### src/esr_pkg.sv
// Constants for the exposure status reporting bank.
// Assumes the register port uses the printed register numbers as addresses.
`default_nettype none
package esr_pkg;
    // ------------------------------------------------------------
    // Register addresses
    // ------------------------------------------------------------
    localparam int ADDR_W = 8;
    localparam logic [7:0] OFF_PIXEL_COUNT = 8'hb8;
    localparam logic [7:0] OFF_AVERAGE_LEVEL = 8'hba;
    localparam logic [7:0] OFF_LOOP_EXPOSURE = 8'hbb;
    localparam logic [7:0] OFF_LOOP_GAIN = 8'hbc;
    localparam logic [7:0] OFF_STEP_MULT = 8'hd0;
    localparam logic [7:0] OFF_ARRAY_RESET = 8'hd1;
    localparam logic [7:0] OFF_APPLIED_EXP = 8'hd2;
    localparam logic [7:0] OFF_SECOND_SLOPE = 8'hd3;
    localparam logic [7:0] OFF_THIRD_SLOPE = 8'hd4;
    localparam logic [7:0] OFF_ANALOG_GAINS = 8'hd5;
    localparam logic [7:0] OFF_FINE_SLOPES = 8'hd6;
    // ------------------------------------------------------------
    // Field positions
    // ------------------------------------------------------------
    localparam int AVG_W = 10;
    localparam int LG_MUX_LSB = 0;
    localparam int LG_AFE_LSB = 2;
    localparam int LG_DIG_LSB = 4;
    localparam int AG_MUX_LSB = 0;
    localparam int AG_AFE_LSB = 5;
    localparam int FINE_W = 12;
    // ------------------------------------------------------------
    // Reset values and report selects
    // ------------------------------------------------------------
    localparam logic [15:0] RST_WORD = 16'h0000;
    localparam logic [1:0] SEL_FINE_GAIN = 2'h0;
    localparam logic [1:0] SEL_DUAL_SLOPE = 2'h1;
    localparam logic [1:0] SEL_TRIPLE_SLOPE = 2'h2;
endpackage
`default_nettype wire

### src/esr_status_bank.sv
// Exposure status register bank: loop results and applied-frame values.
// Assumes loop and sequencer logic share i_core_clk and give one-cycle pulses.
`default_nettype none
module esr_status_bank #(
    parameter int DATA_W = 16
) (
    input wire logic i_core_clk,
    input wire logic i_rst_b,
    input wire logic i_ce,
    input wire logic [7:0] i_reg_addr,
    input wire logic i_reg_rd,
    input wire logic i_reg_wr,
    input wire logic i_aec_stat_valid,
    input wire logic [15:0] i_aec_pixel_count,
    input wire logic [9:0] i_aec_average,
    input wire logic i_aec_request,
    input wire logic i_frame_end,
    input wire logic [15:0] i_aec_exposure,
    input wire logic [1:0] i_aec_mux_gain,
    input wire logic [1:0] i_aec_afe_gain,
    input wire logic [11:0] i_aec_dig_gain,
    input wire logic i_seq_effect,
    input wire logic i_global_shutter,
    input wire logic [15:0] i_seq_step_mult,
    input wire logic [15:0] i_seq_reset_len,
    input wire logic [15:0] i_seq_exposure,
    input wire logic [15:0] i_seq_second_slope_exposure,
    input wire logic [15:0] i_seq_third_slope_exposure,
    input wire logic [4:0] i_seq_mux_gain,
    input wire logic [7:0] i_seq_afe_gain,
    input wire logic [11:0] i_seq_applied_fine_gain,
    input wire logic [11:0] i_seq_dual_slope_cfg,
    input wire logic [11:0] i_seq_triple_slope_cfg,
    input wire logic [1:0] i_report_sel,
    output logic [15:0] o_reg_rdata_ff,
    output logic o_reg_ack_ff
);
    // ------------------------------------------------------------
    // Elaboration checks
    // ------------------------------------------------------------
    if (DATA_W != 16) begin : g_bad_width
        $error("esr_status_bank supports DATA_W of 16 only");
    end

    // ------------------------------------------------------------
    // Storage
    // ------------------------------------------------------------
    logic [15:0] stat_pix_ff;
    logic [9:0] stat_avg_ff;
    logic [15:0] loop_exp_ff;
    logic [15:0] loop_gain_ff;
    logic pend_valid_ff;
    logic [15:0] pend_exp_ff;
    logic [15:0] pend_gain_ff;
    logic [15:0] app_mult_ff;
    logic [15:0] app_rst_ff;
    logic [15:0] app_exp_ff;
    logic [15:0] app_ds_exp_ff;
    logic [15:0] app_ts_exp_ff;
    logic [15:0] app_gains_ff;
    logic [11:0] app_fine_ff;
    logic [11:0] app_ds_cfg_ff;
    logic [11:0] app_ts_cfg_ff;

    // ------------------------------------------------------------
    // Loop result path
    // ------------------------------------------------------------
    wire logic [15:0] req_gain = {i_aec_dig_gain, i_aec_afe_gain, i_aec_mux_gain};
    wire logic req_now = i_ce && i_aec_request;
    wire logic end_now = i_ce && i_frame_end;
    // Request in the frame-end cycle itself commits directly, no frame lost
    wire logic commit = end_now && (i_aec_request || pend_valid_ff);
    wire logic [15:0] nxt_loop_exp = i_aec_request ? i_aec_exposure : pend_exp_ff;
    wire logic [15:0] nxt_loop_gain = i_aec_request ? req_gain : pend_gain_ff;
    wire logic nxt_pend_valid = end_now ? 1'b0 : (req_now ? 1'b1 : pend_valid_ff);
    wire logic stat_now = i_ce && i_aec_stat_valid;

    always_ff @(posedge i_core_clk or negedge i_rst_b) begin
        if (!i_rst_b) begin
            pend_valid_ff <= 1'b0;
            pend_exp_ff <= esr_pkg::RST_WORD;
            pend_gain_ff <= esr_pkg::RST_WORD;
        end else begin
            pend_valid_ff <= nxt_pend_valid;
            if (req_now) begin
                pend_exp_ff <= i_aec_exposure;
                pend_gain_ff <= req_gain;
            end
        end
    end

    always_ff @(posedge i_core_clk or negedge i_rst_b) begin
        if (!i_rst_b) begin
            loop_exp_ff <= esr_pkg::RST_WORD;
            loop_gain_ff <= esr_pkg::RST_WORD;
        end else if (commit) begin
            loop_exp_ff <= nxt_loop_exp;
            loop_gain_ff <= nxt_loop_gain;
        end
    end

    always_ff @(posedge i_core_clk or negedge i_rst_b) begin
        if (!i_rst_b) begin
            stat_pix_ff <= esr_pkg::RST_WORD;
            stat_avg_ff <= esr_pkg::RST_WORD[9:0];
        end else if (stat_now) begin
            stat_pix_ff <= i_aec_pixel_count;
            stat_avg_ff <= i_aec_average;
        end
    end

    // ------------------------------------------------------------
    // Applied-frame path
    // ------------------------------------------------------------
    // Sequencer only reports a value once the readout uses it, so it lags the loop
    wire logic eff_now = i_ce && i_seq_effect;
    wire logic gs_eff = eff_now && i_global_shutter;
    wire logic [15:0] nxt_app_gains = {3'h0, i_seq_afe_gain, i_seq_mux_gain};

    always_ff @(posedge i_core_clk or negedge i_rst_b) begin
        if (!i_rst_b) begin
            app_mult_ff <= esr_pkg::RST_WORD;
            app_rst_ff <= esr_pkg::RST_WORD;
        end else if (gs_eff) begin
            app_mult_ff <= i_seq_step_mult;
            app_rst_ff <= i_seq_reset_len;
        end
    end

    always_ff @(posedge i_core_clk or negedge i_rst_b) begin
        if (!i_rst_b) begin
            app_exp_ff <= esr_pkg::RST_WORD;
            app_ds_exp_ff <= esr_pkg::RST_WORD;
            app_ts_exp_ff <= esr_pkg::RST_WORD;
            app_gains_ff <= esr_pkg::RST_WORD;
            app_fine_ff <= esr_pkg::RST_WORD[11:0];
            app_ds_cfg_ff <= esr_pkg::RST_WORD[11:0];
            app_ts_cfg_ff <= esr_pkg::RST_WORD[11:0];
        end else if (eff_now) begin
            app_exp_ff <= i_seq_exposure;
            app_ds_exp_ff <= i_seq_second_slope_exposure;
            app_ts_exp_ff <= i_seq_third_slope_exposure;
            app_gains_ff <= nxt_app_gains;
            app_fine_ff <= i_seq_applied_fine_gain;
            app_ds_cfg_ff <= i_seq_dual_slope_cfg;
            app_ts_cfg_ff <= i_seq_triple_slope_cfg;
        end
    end

    // ------------------------------------------------------------
    // Read port
    // ------------------------------------------------------------
    // Three fields share one address; a plain select picks which one shows
    wire logic [11:0] shared_field = (i_report_sel == esr_pkg::SEL_DUAL_SLOPE) ? app_ds_cfg_ff :
        (i_report_sel == esr_pkg::SEL_TRIPLE_SLOPE) ? app_ts_cfg_ff : app_fine_ff;

    function automatic logic [15:0] read_mux(input logic [7:0] addr);
        logic [15:0] v;
        v = 16'h0000;
        case (addr)
            esr_pkg::OFF_PIXEL_COUNT: v = stat_pix_ff;
            esr_pkg::OFF_AVERAGE_LEVEL: v = {6'h00, stat_avg_ff};
            esr_pkg::OFF_LOOP_EXPOSURE: v = loop_exp_ff;
            esr_pkg::OFF_LOOP_GAIN: v = loop_gain_ff;
            esr_pkg::OFF_STEP_MULT: v = app_mult_ff;
            esr_pkg::OFF_ARRAY_RESET: v = app_rst_ff;
            esr_pkg::OFF_APPLIED_EXP: v = app_exp_ff;
            esr_pkg::OFF_SECOND_SLOPE: v = app_ds_exp_ff;
            esr_pkg::OFF_THIRD_SLOPE: v = app_ts_exp_ff;
            esr_pkg::OFF_ANALOG_GAINS: v = app_gains_ff;
            esr_pkg::OFF_FINE_SLOPES: v = {4'h0, shared_field};
            default: v = 16'h0000;
        endcase
        return v;
    endfunction

    // Process form so the mux also follows the stored words it reads
    logic [15:0] rd_word;
    always_comb begin
        rd_word = read_mux(i_reg_addr);
    end
    wire logic rd_now = i_ce && i_reg_rd;
    wire logic nxt_ack = i_ce ? (i_reg_rd || i_reg_wr) : o_reg_ack_ff;

    always_ff @(posedge i_core_clk or negedge i_rst_b) begin
        if (!i_rst_b) begin
            o_reg_rdata_ff <= esr_pkg::RST_WORD;
            o_reg_ack_ff <= 1'b0;
        end else begin
            o_reg_ack_ff <= nxt_ack;
            if (rd_now) begin
                o_reg_rdata_ff <= rd_word;
            end
        end
    end
endmodule // esr_status_bank
`default_nettype wire

### config.mk
export PLATFORM = sky130hd
export DESIGN_NAME = esr_status_bank
export DESIGN_NICKNAME = d
export VERILOG_FILES = /design/src/esr_pkg.sv /design/src/esr_status_bank.sv
export SDC_FILE = /design/constraint.sdc
export NUM_CORES = 1
export LEC_CHECK = 0
export BUFFER_PORTS_ARGS = -buffer_cell sky130_fd_sc_hd__buf_2
export CAP_MARGIN = 10
export CORE_ASPECT_RATIO = 1.2
export CORE_UTILIZATION = 35
export CTS_CLUSTER_DIAMETER = 200
export CTS_CLUSTER_SIZE = 12
export DETAILED_ROUTE_END_ITERATION = 10
export GPL_TIMING_DRIVEN = 0
export PLACE_DENSITY_LB_ADDON = 0.08
export SLEW_MARGIN = 25
export SYNTH_ARGS = -nofsm -noshare
export SYNTH_HDL_FRONTEND = slang
export SYNTH_SLANG_ARGS = --single-unit
### constraint.sdc
create_clock -name i_core_clk -period 3 [get_ports i_core_clk]
set_clock_uncertainty 0.1 [all_clocks]
set_input_delay 0.6 -clock i_core_clk [delete_from_list [all_inputs] [get_ports i_core_clk]]
set_output_delay 0.6 -clock i_core_clk [all_outputs]
set_load 0.005 [all_outputs]
; Word-level counts from Yosys, hierarchy flattened
; Index checks and enable logic that the tools add are counted.
[op_classes]
multipliers = 0
shifts = 0
n_eq_ne = 13
n_div = 0
addsub = 0
muxes = 7
bitwise = 0
magnitude_cmp = 0
n_reduce_logical = 10
[op_table]
columns = cell, n
row1 = $pmux W16 S11, 1
row2 = $eq A8 B8 Y1 const B, 11
row3 = $mux W16, 2
row4 = $mux W12, 2
row5 = $logic_and A1 B1 Y1, 7
row6 = $eq A2 B1 Y1 const B, 1
row7 = $eq A2 B2 Y1 const B, 1
row8 = $logic_or A1 B1 Y1, 2
row9 = $mux W1, 2
row10 = $reduce_bool A2 Y1, 1
[word_totals]
romBits = 0
regBits = 237
mem_bits_rw = 0
latchBits = 0
wordCells = 48
mem_count = 0

; Logic depth before layout (Yosys ltp)
; Gate-level depths: netlist of the first run.
[depth]
word_depth = 4
ltp_mapped = 8

; Worst setup path before layout of the first run
; OpenSTA, ideal clock, no wires.
[synth_path]
path_kind = input-to-reg
from = in i_reg_addr[1]
to = reg o_reg_rdata_ff[15]
stages = 7
path_buffers = 2
setup_slack_ps = 1024
required_ps = 2771
t_arrival_ps = 1747
path_cell_list = buf_4 > buf_4 > mux4_2 > nand2_1 > a21oi_1 > a2111oi_2 > nor2_1
[synth_between]
elab_chain_len = 2
[synth_rtl]
columns = item, line_no
row1 = from (decl), esr_status_bank.sv:10  ; input wire logic [7:0] i_reg_addr,
row2 = $eq A8 B8 Y1, esr_status_bank.sv:160  ; case (addr)
row3 = $pmux W16 S11 *, esr_status_bank.sv:160
row4 = to (signal assigned), esr_status_bank.sv:187  ; o_reg_rdata_ff <= esr_pkg::RST_WORD;
row5 = to (signal assigned), esr_status_bank.sv:192  ; o_reg_rdata_ff <= rd_word;
row6 = to (decl), esr_status_bank.sv:35  ; output logic [15:0] o_reg_rdata_ff,
; Mark *: on every way between the ends. The rest lies on a longest branch, timed or not.
; A chain may end at the register's enable or synchronous reset.

; Worst setup path after layout of the first run
[layout_path]
from = in i_reg_addr[2]
to = reg o_reg_rdata_ff[0]
; The elaborated chain is that of the path after synthesis.

==> flow_metrics.env, run 1 <==
export IMPL_status="completed"
export IMPL_hold_violations=0
export IMPL_wirelength_mm=34.1
export IMPL_clkSinkCount=237
export IMPL_worstSkewPairLatency_ns=0.52
export IMPL_async_flop_share_pct=100
export IMPL_dr_first_iter_drc_count=492
export IMPL_ant_nets=0
export IMPL_vdd_ir_drop_max_mv=0.362
export IMPL_synthToLayoutAreaGrowth_pct=20.6
export IMPL_leakage_nw=5.90
export IMPL_syn_area_per_cell_sq_um=12.9
export IMPL_synth_top_area_share_pct=54.1
export IMPL_die_x_microns=164
export IMPL_drive_gt1_share_pct=45.9
export IMPL_dp_hpwl_mm=25.9
export IMPL_fin_ws_ns=0.815
export IMPL_path_max_fanout=10
export IMPL_grt_pass1_wl_mm=50.5
export IMPL_fmax_mhz=458
export IMPL_clockRootBuffer="clkbuf_16"
export IMPL_synth_seq_area_share_pct=54.1
export IMPL_arrival_ns=2.45
export IMPL_cts_setup_buffers=0
export IMPL_grt_max_degree=86
export IMPL_dpl_worst_slack_ns=0.338
export IMPL_nets=1304
export IMPL_ys_seq_elements=237
export IMPL_grt_setup_unrepaired="no"
export IMPL_yosysWarnings=0
export IMPL_cts_htree_levels=1
export IMPL_grt_usage_pct=21.5
export IMPL_drc=0
export IMPL_synth_ff_type="dfrtp_1"
export IMPL_tns_ns=0
export IMPL_die_area_sq_mm=0.0320
export IMPL_setup_violations=0
export IMPL_yosysMostFrequentCell="dfrtp_1"
export IMPL_syn_inst=849
export IMPL_fp_dieH_microns=196
export IMPL_cts_tree="done"
export IMPL_worstPathRequired_ns=3.26
export IMPL_maxCapViolCount=0
export IMPL_vias=7769
export IMPL_synth_commonest_cells="dfrtp_1, mux2_2, mux2i_1, nand2_1, o21ai_0"
export IMPL_start_util_pct=35.7
export IMPL_core_area_sq_mm=0.0307
export IMPL_hp_class="primary input to flip-flop"
export IMPL_finalCriticalPeriod_ns=2.19
export IMPL_gp_congestion=0.946
export IMPL_worstMarginPinSlew_ns=0.802
export IMPL_grt_pass1_vias=7908
export IMPL_rows=70
export IMPL_via_per_inst=5.20
export IMPL_fin_crit_sh_pct=72.8
export IMPL_yosysTopAreaCell="dfrtp_1"
export IMPL_worstSetupStartpointType="primary input"
export IMPL_synthTopCellsByArea="dfrtp_1, mux2_2, mux2i_1"
export IMPL_portBuffers=220
export IMPL_clk_pin_slew_worst_paths_ns=0.06
export IMPL_clockBufferDepth=3
export IMPL_powerDensity_mw_per_mm2=588
export IMPL_ys_types=49
export IMPL_wire_per_inst_microns=22.9
export IMPL_maxSlewViolCount=0
export IMPL_antenna_found_initial=1
export IMPL_io_pins=224
export IMPL_first_pass_iters=5
export IMPL_end_kind="flip-flop"
export IMPL_synth_edff_count=0
export IMPL_syn_cell_area_sq_mm=0.0110
export IMPL_synth_net_count=1056
export IMPL_slew_headroom_pct=46.5
export IMPL_cts_inserted_buffers=23
export IMPL_overflow=0
export IMPL_path_class="primary input to flip-flop"
critical path: stages:
cell,delay [ns]
buf_2,0.12
buf_2,0.30
buf_4,0.31
mux2i_1,0.35
nor4_1,0.09
a221oi_1,0.52
a31oi_1,0.14
repair_timing:
action,in CTS,in global routing
hold buffers,1,0
setup endpoints to repair,0,0
hold endpoints to repair,33,0
gates resized for setup,0,0
sequential cells by signal (all words and copies together) (netlist names), 10 cells and up:
register / cells
app_exp_ff: 16
app_ts_exp_ff: 16
loop_gain_ff: 16
app_gains_ff: 13
app_ts_cfg_ff: 12
o_reg_rdata_ff: 16
stat_avg_ff: 10
loop_exp_ff: 16
app_rst_ff: 16
app_ds_cfg_ff: 12
stat_pix_ff: 16
app_fine_ff: 12
app_ds_exp_ff: 16
pend_exp_ff: 16
app_mult_ff: 16
pend_gain_ff: 16
final cells by class:
cell class,instances,area (sq um)
buffer,56,310
antenna,1,2.50
clock inverter,1,5.00
clock buffer,23,576
inverter,2,7.51
tap,396,495
fill,2990,17400
sequential,237,5930
timing repair buffer,223,1180
multi-input combinational,554,4710
where the power goes:
group | switching [mW] | internal, mW
Sequential | 0.292 | 3.69
Clock | 1.19 | 1.35
Combinational | 0.590 | 0.657
routing by layer:
layer / wire length (microns) / track usage, % / up-vias / share of wire [%]
met1: 15600 / 29.9 / 3893 / 46
met2: 15800 / 34.4 / 214 / 46
met4: 839 / 5.69 / 2 / 2.5
met5: 13 / 0 / - / 0.038
met3: 1860 / 3.45 / 45 / 5.4
li1: - / - / 3615 / -
path summary, 6_finish.rpt:
kind	from	end	slack [ns]	cells after the start
min in group asynchronous	i_rst_b	app_ts_cfg_ff[8]	0.55	2
hold reg to reg	loop_exp_ff[13]	loop_exp_ff[13]	0.38	2
hold / removal	i_frame_end	pend_valid_ff	0.18	2
setup reg to reg	app_fine_ff[5]	o_reg_rdata_ff[5]	1.18	5
setup / recovery	i_reg_addr[2]	o_reg_rdata_ff[0]	0.81	7
max in group asynchronous	i_rst_b	stat_pix_ff[7]	1.38	3
kinds of logic (layout without fill, tap and decap cells):
kind of cell	count (synthesis)	count (layout)	share of synthesized area, %
multiplexers	277	277	28.2
flip-flops	237	237	54.1
AND/OR/NAND/NOR	146	146	7.10
AO/OA/AOI/OAI	131	131	7.71
buffers and inverters	58	305	2.90
other	0	1	0
placed cells by master, fill, tap and decap left out, types with 5 or more instances in the layout:
| cell type | n |
|---|---|
| a221oi_1 | 12 |
| nand2_1 | 60 |
| o21ai_0 | 39 |
| mux4_2 | 5 |
| nor4_1 | 6 |
| nor2_1 | 17 |
| dfrtp_1 | 237 |
| buf_2 | 248 |
| buf_4 | 9 |
| nor2b_1 | 9 |
| mux2i_1 | 71 |
| mux2_2 | 201 |
| o211ai_1 | 7 |
| nor3_1 | 16 |
| a21oi_1 | 27 |
| a211oi_1 | 9 |
| clkbuf_16 | 23 |
| clkbuf_1 | 12 |
| a32oi_1 | 6 |
| a31oi_1 | 6 |
| and4_1 | 5 |
| nand3_1 | 8 |
| a22oi_1 | 9 |
metrics by stage:
step / total power [mW] / instances / util [%] / cell area [sq um] / hold slack, ns
global route: 8.16 / 1492 / 43.1 / 13200 / 0.173
floorplan: 4.71 / 849 / - / 11000 / 0.204
global placement: 5.26 / 1465 / 41.0 / 12600 / 0.366
detailed placement: 5.30 / 1467 / 41.2 / 12600 / 0.373
finish: 7.77 / 1493 / 43.1 / 13200 / 0.178
CTS: 7.86 / 1492 / 43.1 / 13200 / 0.158
Note: power is estimated with default switching activity, not from simulation.
==> run 2, diff against run 1 <==
Clock period 3 ns to 1.8 ns, I/O delays scaled along.
==> run 2 against run 1 <==
Effect of this change:
- routed wire length up 5.1%
- sequential power up 66%
- first-iteration DRC count up 3.3%
- critical endpoint is now o_reg_rdata_ff[15]
==> flow_metrics.env, run 2 (same netlist as run 1, synthesis figures left out) <==
export IMPL_status="completed"
export IMPL_worstPathRequired_ns=2.09
export IMPL_first_pass_iters=4
export IMPL_clkSinkCount=237
export IMPL_grt_pass1_vias=8763
export IMPL_grt_usage_pct=22.5
export IMPL_grt_setup_unrepaired="no"
export IMPL_die_area_sq_mm=0.0320
export IMPL_ant_nets=0
export IMPL_clockRootBuffer="clkbuf_16"
export IMPL_fin_crit_sh_pct=95.3
export IMPL_vias=8386
export IMPL_worstSetupStartpointType="flip-flop"
export IMPL_final_common_cell="buf_2"
export IMPL_crit_chain="mux4_2, nand2_2, a21oi_4, a2111oi_2, nor2_1"
export IMPL_worstMarginPinSlew_ns=0.798
export IMPL_multi_input_area_sq_mm=0.00475
export IMPL_hold_violations=0
export IMPL_path_class="flip-flop to flip-flop"
export IMPL_p_sw_share_pct=26.6
export IMPL_slowest_delay_ns=0.50
export IMPL_io_pins=224
export IMPL_pwr_share_clk_pct=32.0
export IMPL_overflow=0
export IMPL_setup_violations=0
export IMPL_path_max_fanout=2
export IMPL_slowest_stage="mux4_2"
export IMPL_cts_htree_levels=1
export IMPL_cts_tree="done"
export IMPL_fill_cells=2849
export IMPL_final_util_pct=48.9
export IMPL_leakage_nw=6.63
export IMPL_clockBufferDepth=3
export IMPL_arrival_ns=2.01
export IMPL_hp_class="primary input to flip-flop"
export IMPL_clk_pin_slew_worst_paths_ns=0.07
export IMPL_grt_pass1_wl_mm=53.4
export IMPL_placed_cell_area_sq_mm=0.0126
export IMPL_dp_hpwl_mm=25.9
export IMPL_fmax_mhz=583
export IMPL_wirelength_mm=35.9
export IMPL_wire_per_inst_microns=21.5
export IMPL_cts_inserted_buffers=23
export IMPL_slew_headroom_pct=46.8
export IMPL_vdd_ir_drop_max_mv=0.659
export IMPL_antenna_found_initial=2
export IMPL_switching_power_mw=3.53
export IMPL_via_per_inst=5.03
export IMPL_end_kind="flip-flop"
export IMPL_die_x_microns=164
export IMPL_core_area_sq_mm=0.0307
export IMPL_drive_gt1_share_pct=40.4
export IMPL_p_seq_share_pct=50.0
export IMPL_finalCriticalPeriod_ns=1.71
export IMPL_p_int_mw=9.75
export IMPL_combPwrFrac_pct=18.0
export IMPL_worstSkewPairLatency_ns=0.52
export IMPL_grt_max_degree=86
export IMPL_drc=0
export IMPL_gp_congestion=0.946
export IMPL_powerDensity_mw_per_mm2=886
export IMPL_nets=1476
export IMPL_maxSlewViolCount=0
export IMPL_power_total_mw=13.3
export IMPL_dr_first_iter_drc_count=508
export IMPL_critPathBufInv=0
export IMPL_seqCellArea_sq_mm=0.00593
export IMPL_maxCapViolCount=0
export IMPL_portBuffers=220
export IMPL_fin_hold_ws_ns=0.00290
export IMPL_synthToLayoutAreaGrowth_pct=36.7
export IMPL_tns_ns=0
export IMPL_rows=70
export IMPL_fp_dieH_microns=196
export IMPL_start_util_pct=35.7
export IMPL_crit_family="multiplexers"
export IMPL_layout_common_cells="buf_2, dfrtp_1, mux2_2"
export IMPL_finalInstanceArea_sq_mm=0.0150
-- run 2: cell count changes in the layout (fill, tap and decap cells not counted), moves of 2 or more --
cell	delta
a221oi_1	-3
dlygate4sd3_1	+171
clkbuf_4	+2
a221oi_2	+3
buf_2	-2
-- run 2: routing by layer --
metal	up-vias	track usage (%)	share of wire (%)
li1	3952	-	-
met1	4157	30.4	45
met2	221	37.0	47
met3	54	3.30	4.8
met4	2	7.06	2.9
met5	-	0	0.022
-- run 2: cell type report --
class	instances	area share, %
Clock buffer	23	3.84
Tap cell	396	3.31
Antenna cell	2	0.0334
Timing Repair Buffer	395	19.3
Clock inverter	1	0.0334
Buffer	56	2.11
Multi-Input combinational cell	554	31.7
Sequential cell	237	39.6
Inverter	2	0.0501
-- run 2: worst paths after layout --
kind / from / to / depth (start not counted) / slack (ns)
max in group asynchronous: i_rst_b / stat_pix_ff[7] / 3 / 0.40
setup reg to reg: app_exp_ff[15] / o_reg_rdata_ff[15] / 5 / 0.09
min in group asynchronous: i_rst_b / app_fine_ff[0] / 2 / 0.29
setup / recovery: app_exp_ff[15] / o_reg_rdata_ff[15] / 5 / 0.09
hold reg to reg: loop_exp_ff[13] / loop_exp_ff[13] / 2 / 0.38
hold / removal: i_seq_reset_len[0] / app_rst_ff[0] / 2 / 0.003
-- run 2: timing repair --
item / 4_1_cts / 5_1_grt
pin swaps: 1 / 1
resized for setup: 5 / 7
hold endpoints to repair: 240 / 3
hold buffers: 169 / 3
setup buffers: 1 / 0
endpoints found under the setup margin: 24 / 6
-- run 2: power by group through the flow --
stage / sequential, mW / clock (mW) / combinational, mW
2_1_floorplan: 6.53 / 0 / 1.31
3_3_place_gp: 6.71 / 0 / 2.06
3_5_place_dp: 6.73 / 0 / 2.10
4_1_cts: 6.64 / 4.36 / 2.40
5_1_grt: 6.74 / 4.57 / 2.62
6_report: 6.64 / 4.25 / 2.39
-- run 2: per-stage QoR --
stage                     setup slack [ns]  instances
after floorplan                     0.0637        849
after global placement               -4.36       1465
after detailed placement            -0.622       1467
after CTS                          0.00460       1661
after global routing               0.00850       1665
final                               0.0851       1666
==> run 3, diff against run 2 <==
Settings changed: ABC_AREA set to 1.
==> run 3 against run 2 <==
Effect of this change:
- count of clock-buffer cells in the layout did not move
- first-iteration DRC count rose by 22%
- total power fell by 4.8%
- critical endpoint is now o_reg_rdata_ff[15]
- largest power group unchanged
==> flow_metrics.env, run 3 <==
export IMPL_multi_input_area_sq_mm=0.00438
export IMPL_layout_common_cells="buf_2, dfrtp_1, nand2_1"
export IMPL_nets=1758
export IMPL_via_per_inst=4.80
export IMPL_yosysTopAreaCell="dfrtp_1"
export IMPL_overflow=0
export IMPL_leakage_nw=7.00
export IMPL_ant_nets=0
export IMPL_cts_tree="done"
export IMPL_syn_area_per_cell_sq_um=9.15
export IMPL_slowest_delay_ns=0.41
export IMPL_worstSkewPairLatency_ns=0.51
export IMPL_status="completed"
export IMPL_final_common_cell="buf_2"
export IMPL_die_area_sq_mm=0.0323
export IMPL_worstSetupStartpointType="flip-flop"
export IMPL_dp_hpwl_mm=27.1
export IMPL_worstRegToRegCells=8
export IMPL_hp_class="primary input to flip-flop"
export IMPL_vias=9345
export IMPL_crit_family="flip-flops"
export IMPL_crit_chain="buf_2"
export IMPL_ys_types=22
export IMPL_path_max_fanout=2
export IMPL_path_depth=1
export IMPL_powerDensity_mw_per_mm2=887
export IMPL_first_pass_iters=5
export IMPL_grt_pass1_wl_mm=54.2
export IMPL_grt_pass1_vias=9381
export IMPL_arrival_ns=1.06
export IMPL_synth_seq_area_share_pct=53.7
export IMPL_clockBufferDepth=3
export IMPL_rr_startpoint="app_ts_cfg_ff[10]"
export IMPL_fill_cells=3104
export IMPL_wire_per_inst_microns=18.4
export IMPL_die_x_microns=164
export IMPL_r2r_slack_ns=0.34
export IMPL_cts_inserted_buffers=23
export IMPL_start_util_pct=35.9
export IMPL_r2r_end="o_reg_rdata_ff[10]"
export IMPL_antenna_found_initial=3
export IMPL_maxSlewViolCount=0
export IMPL_dr_first_iter_drc_count=618
export IMPL_yosysWarnings=0
export IMPL_io_pins=224
export IMPL_power_total_mw=12.6
export IMPL_portBuffers=222
export IMPL_fin_crit_sh_pct=84.2
export IMPL_vdd_ir_drop_max_mv=0.657
export IMPL_slew_headroom_pct=58.3
export IMPL_setup_violations=0
export IMPL_clkSinkCount=237
export IMPL_fp_dieH_microns=197
export IMPL_hold_violations=0
export IMPL_gp_congestion=0.850
export IMPL_clockRootBuffer="clkbuf_16"
export IMPL_crit_start="o_reg_rdata_ff[15]"
export IMPL_worstPathRequired_ns=1.34
export IMPL_seqCellArea_sq_mm=0.00593
export IMPL_clk_pin_slew_worst_paths_ns=0.06
export IMPL_core_area_sq_mm=0.0307
export IMPL_critPathCapture="o_reg_rdata_ff[15]"
export IMPL_synth_ff_type="dfrtp_1"
export IMPL_rows=70
export IMPL_async_flop_share_pct=100
export IMPL_yosysMostFrequentCell="dfrtp_1"
export IMPL_synth_net_count=1413
export IMPL_wirelength_mm=35.8
export IMPL_cts_htree_levels=1
export IMPL_worstHoldPathCells=2
export IMPL_synth_commonest_cells="dfrtp_1, nand2_1, nor2_1, nand3_1, mux2_2"
export IMPL_grt_max_degree=87
export IMPL_fin_ws_ns=0.284
export IMPL_grt_setup_unrepaired="no"
export IMPL_synth_edff_count=0
export IMPL_end_kind="output pin"
export IMPL_synthTopCellsByArea="dfrtp_1, mux2_2, nand3_1"
export IMPL_syn_inst=1206
export IMPL_worstMarginPinSlew_ns=0.625
export IMPL_dpl_worst_slack_ns=-0.271
export IMPL_path_class="flip-flop to output pin"
export IMPL_slowest_stage="dfrtp_1"
export IMPL_critPathBufInv=1
export IMPL_maxCapViolCount=0
export IMPL_synth_top_area_share_pct=53.7
export IMPL_grt_usage_pct=22.4
export IMPL_finalCriticalPeriod_ns=1.52
export IMPL_drc=0
export IMPL_synthToLayoutAreaGrowth_pct=29.1
export IMPL_cts_resized=0
export IMPL_drive_gt1_share_pct=28.2
export IMPL_fmax_mhz=659
export IMPL_ys_seq_elements=237
export IMPL_syn_cell_area_sq_mm=0.0110
## run 3: changes by cell type after synthesis, sizes merged, moves of 12 or more
cell,previous run,this run
nand3,8,147
inv,1,99
a21oi,27,71
nor3,18,0
nand2,60,202
a221oi,12,0
o21ai,43,98
nor2,19,164
buf,44,58
mux2,201,109
mux2i,71,0
## run 3: where the power goes
group | switching (mW) | internal [mW] | leakage (nW)
logic | 0.987 | 0.926 | 3.93
clock network | 1.99 | 2.25 | 0.287
registers | 0.386 | 6.10 | 2.79
## run 3: worst min-delay path by stage
| stage | start | to | slack [ns] |
|---|---|---|---|
| floorplan | i_rst_b | app_ds_cfg_ff[0] | -0.04 |
| detailed placement | i_rst_b | app_fine_ff[5] | 0.30 |
| CTS | i_seq_third_slope_exposure[6] | app_ts_exp_ff[6] | 0.0007 |
| global route | i_seq_afe_gain[6] | app_gains_ff[11] | 0.00006 |
| global placement | pend_gain_ff[11] | pend_gain_ff[11] | 0.36 |
| finish | i_seq_reset_len[12] | app_rst_ff[12] | 0.008 |
## run 3: per-stage QoR
step                      hold slack (ns)  TNS [ns]  area, sq um  utilization (%)  instances
after floorplan                   -0.0356         0        11000                -       1206
after global placement              0.360  -1009.69        12600             41.1       1824
after detailed placement            0.296     -7.46        12700             41.3       1826
after CTS                        0.000677         0        14200             46.3       1944
after global routing            0.0000561         0        14300             46.4       1947
final                             0.00789         0        14300             46.4       1947
## run 3: per-layer routing
layer / track usage [%] / part of all wire, % / vias to the layer above
met5: 0 / 0.059 / -
li1: - / - / 4610
met1: 29.7 / 44 / 4452
met3: 2.82 / 4.3 / 49
met2: 38.3 / 49 / 230
met4: 5.97 / 2.4 / 4
## run 3: cell type report
class	count	area share [%]
inverter	99	2.61
tap	396	3.48
clock inverter	1	0.0351
clock buffer	23	4.04
multi-input combinational	801	30.7
sequential	237	41.6
antenna	1	0.0176
buffer	69	2.53
timing repair buffer	320	15.0
## run 3: what timing repair did
item                                   CTS  global route
setup buffers                            0             0
hold buffers                            94             2
endpoints found under the hold margin  167             2
## run 3: cells by family after synthesis
kind of cell           Yosys count  synth area share (%)
muxes                          109                  11.1
buffers and inverters          168                  6.63
DFF                            237                  53.7
and+or+nand+nor                515                  20.3
AOI/OAI and AO/OA              177                  8.21
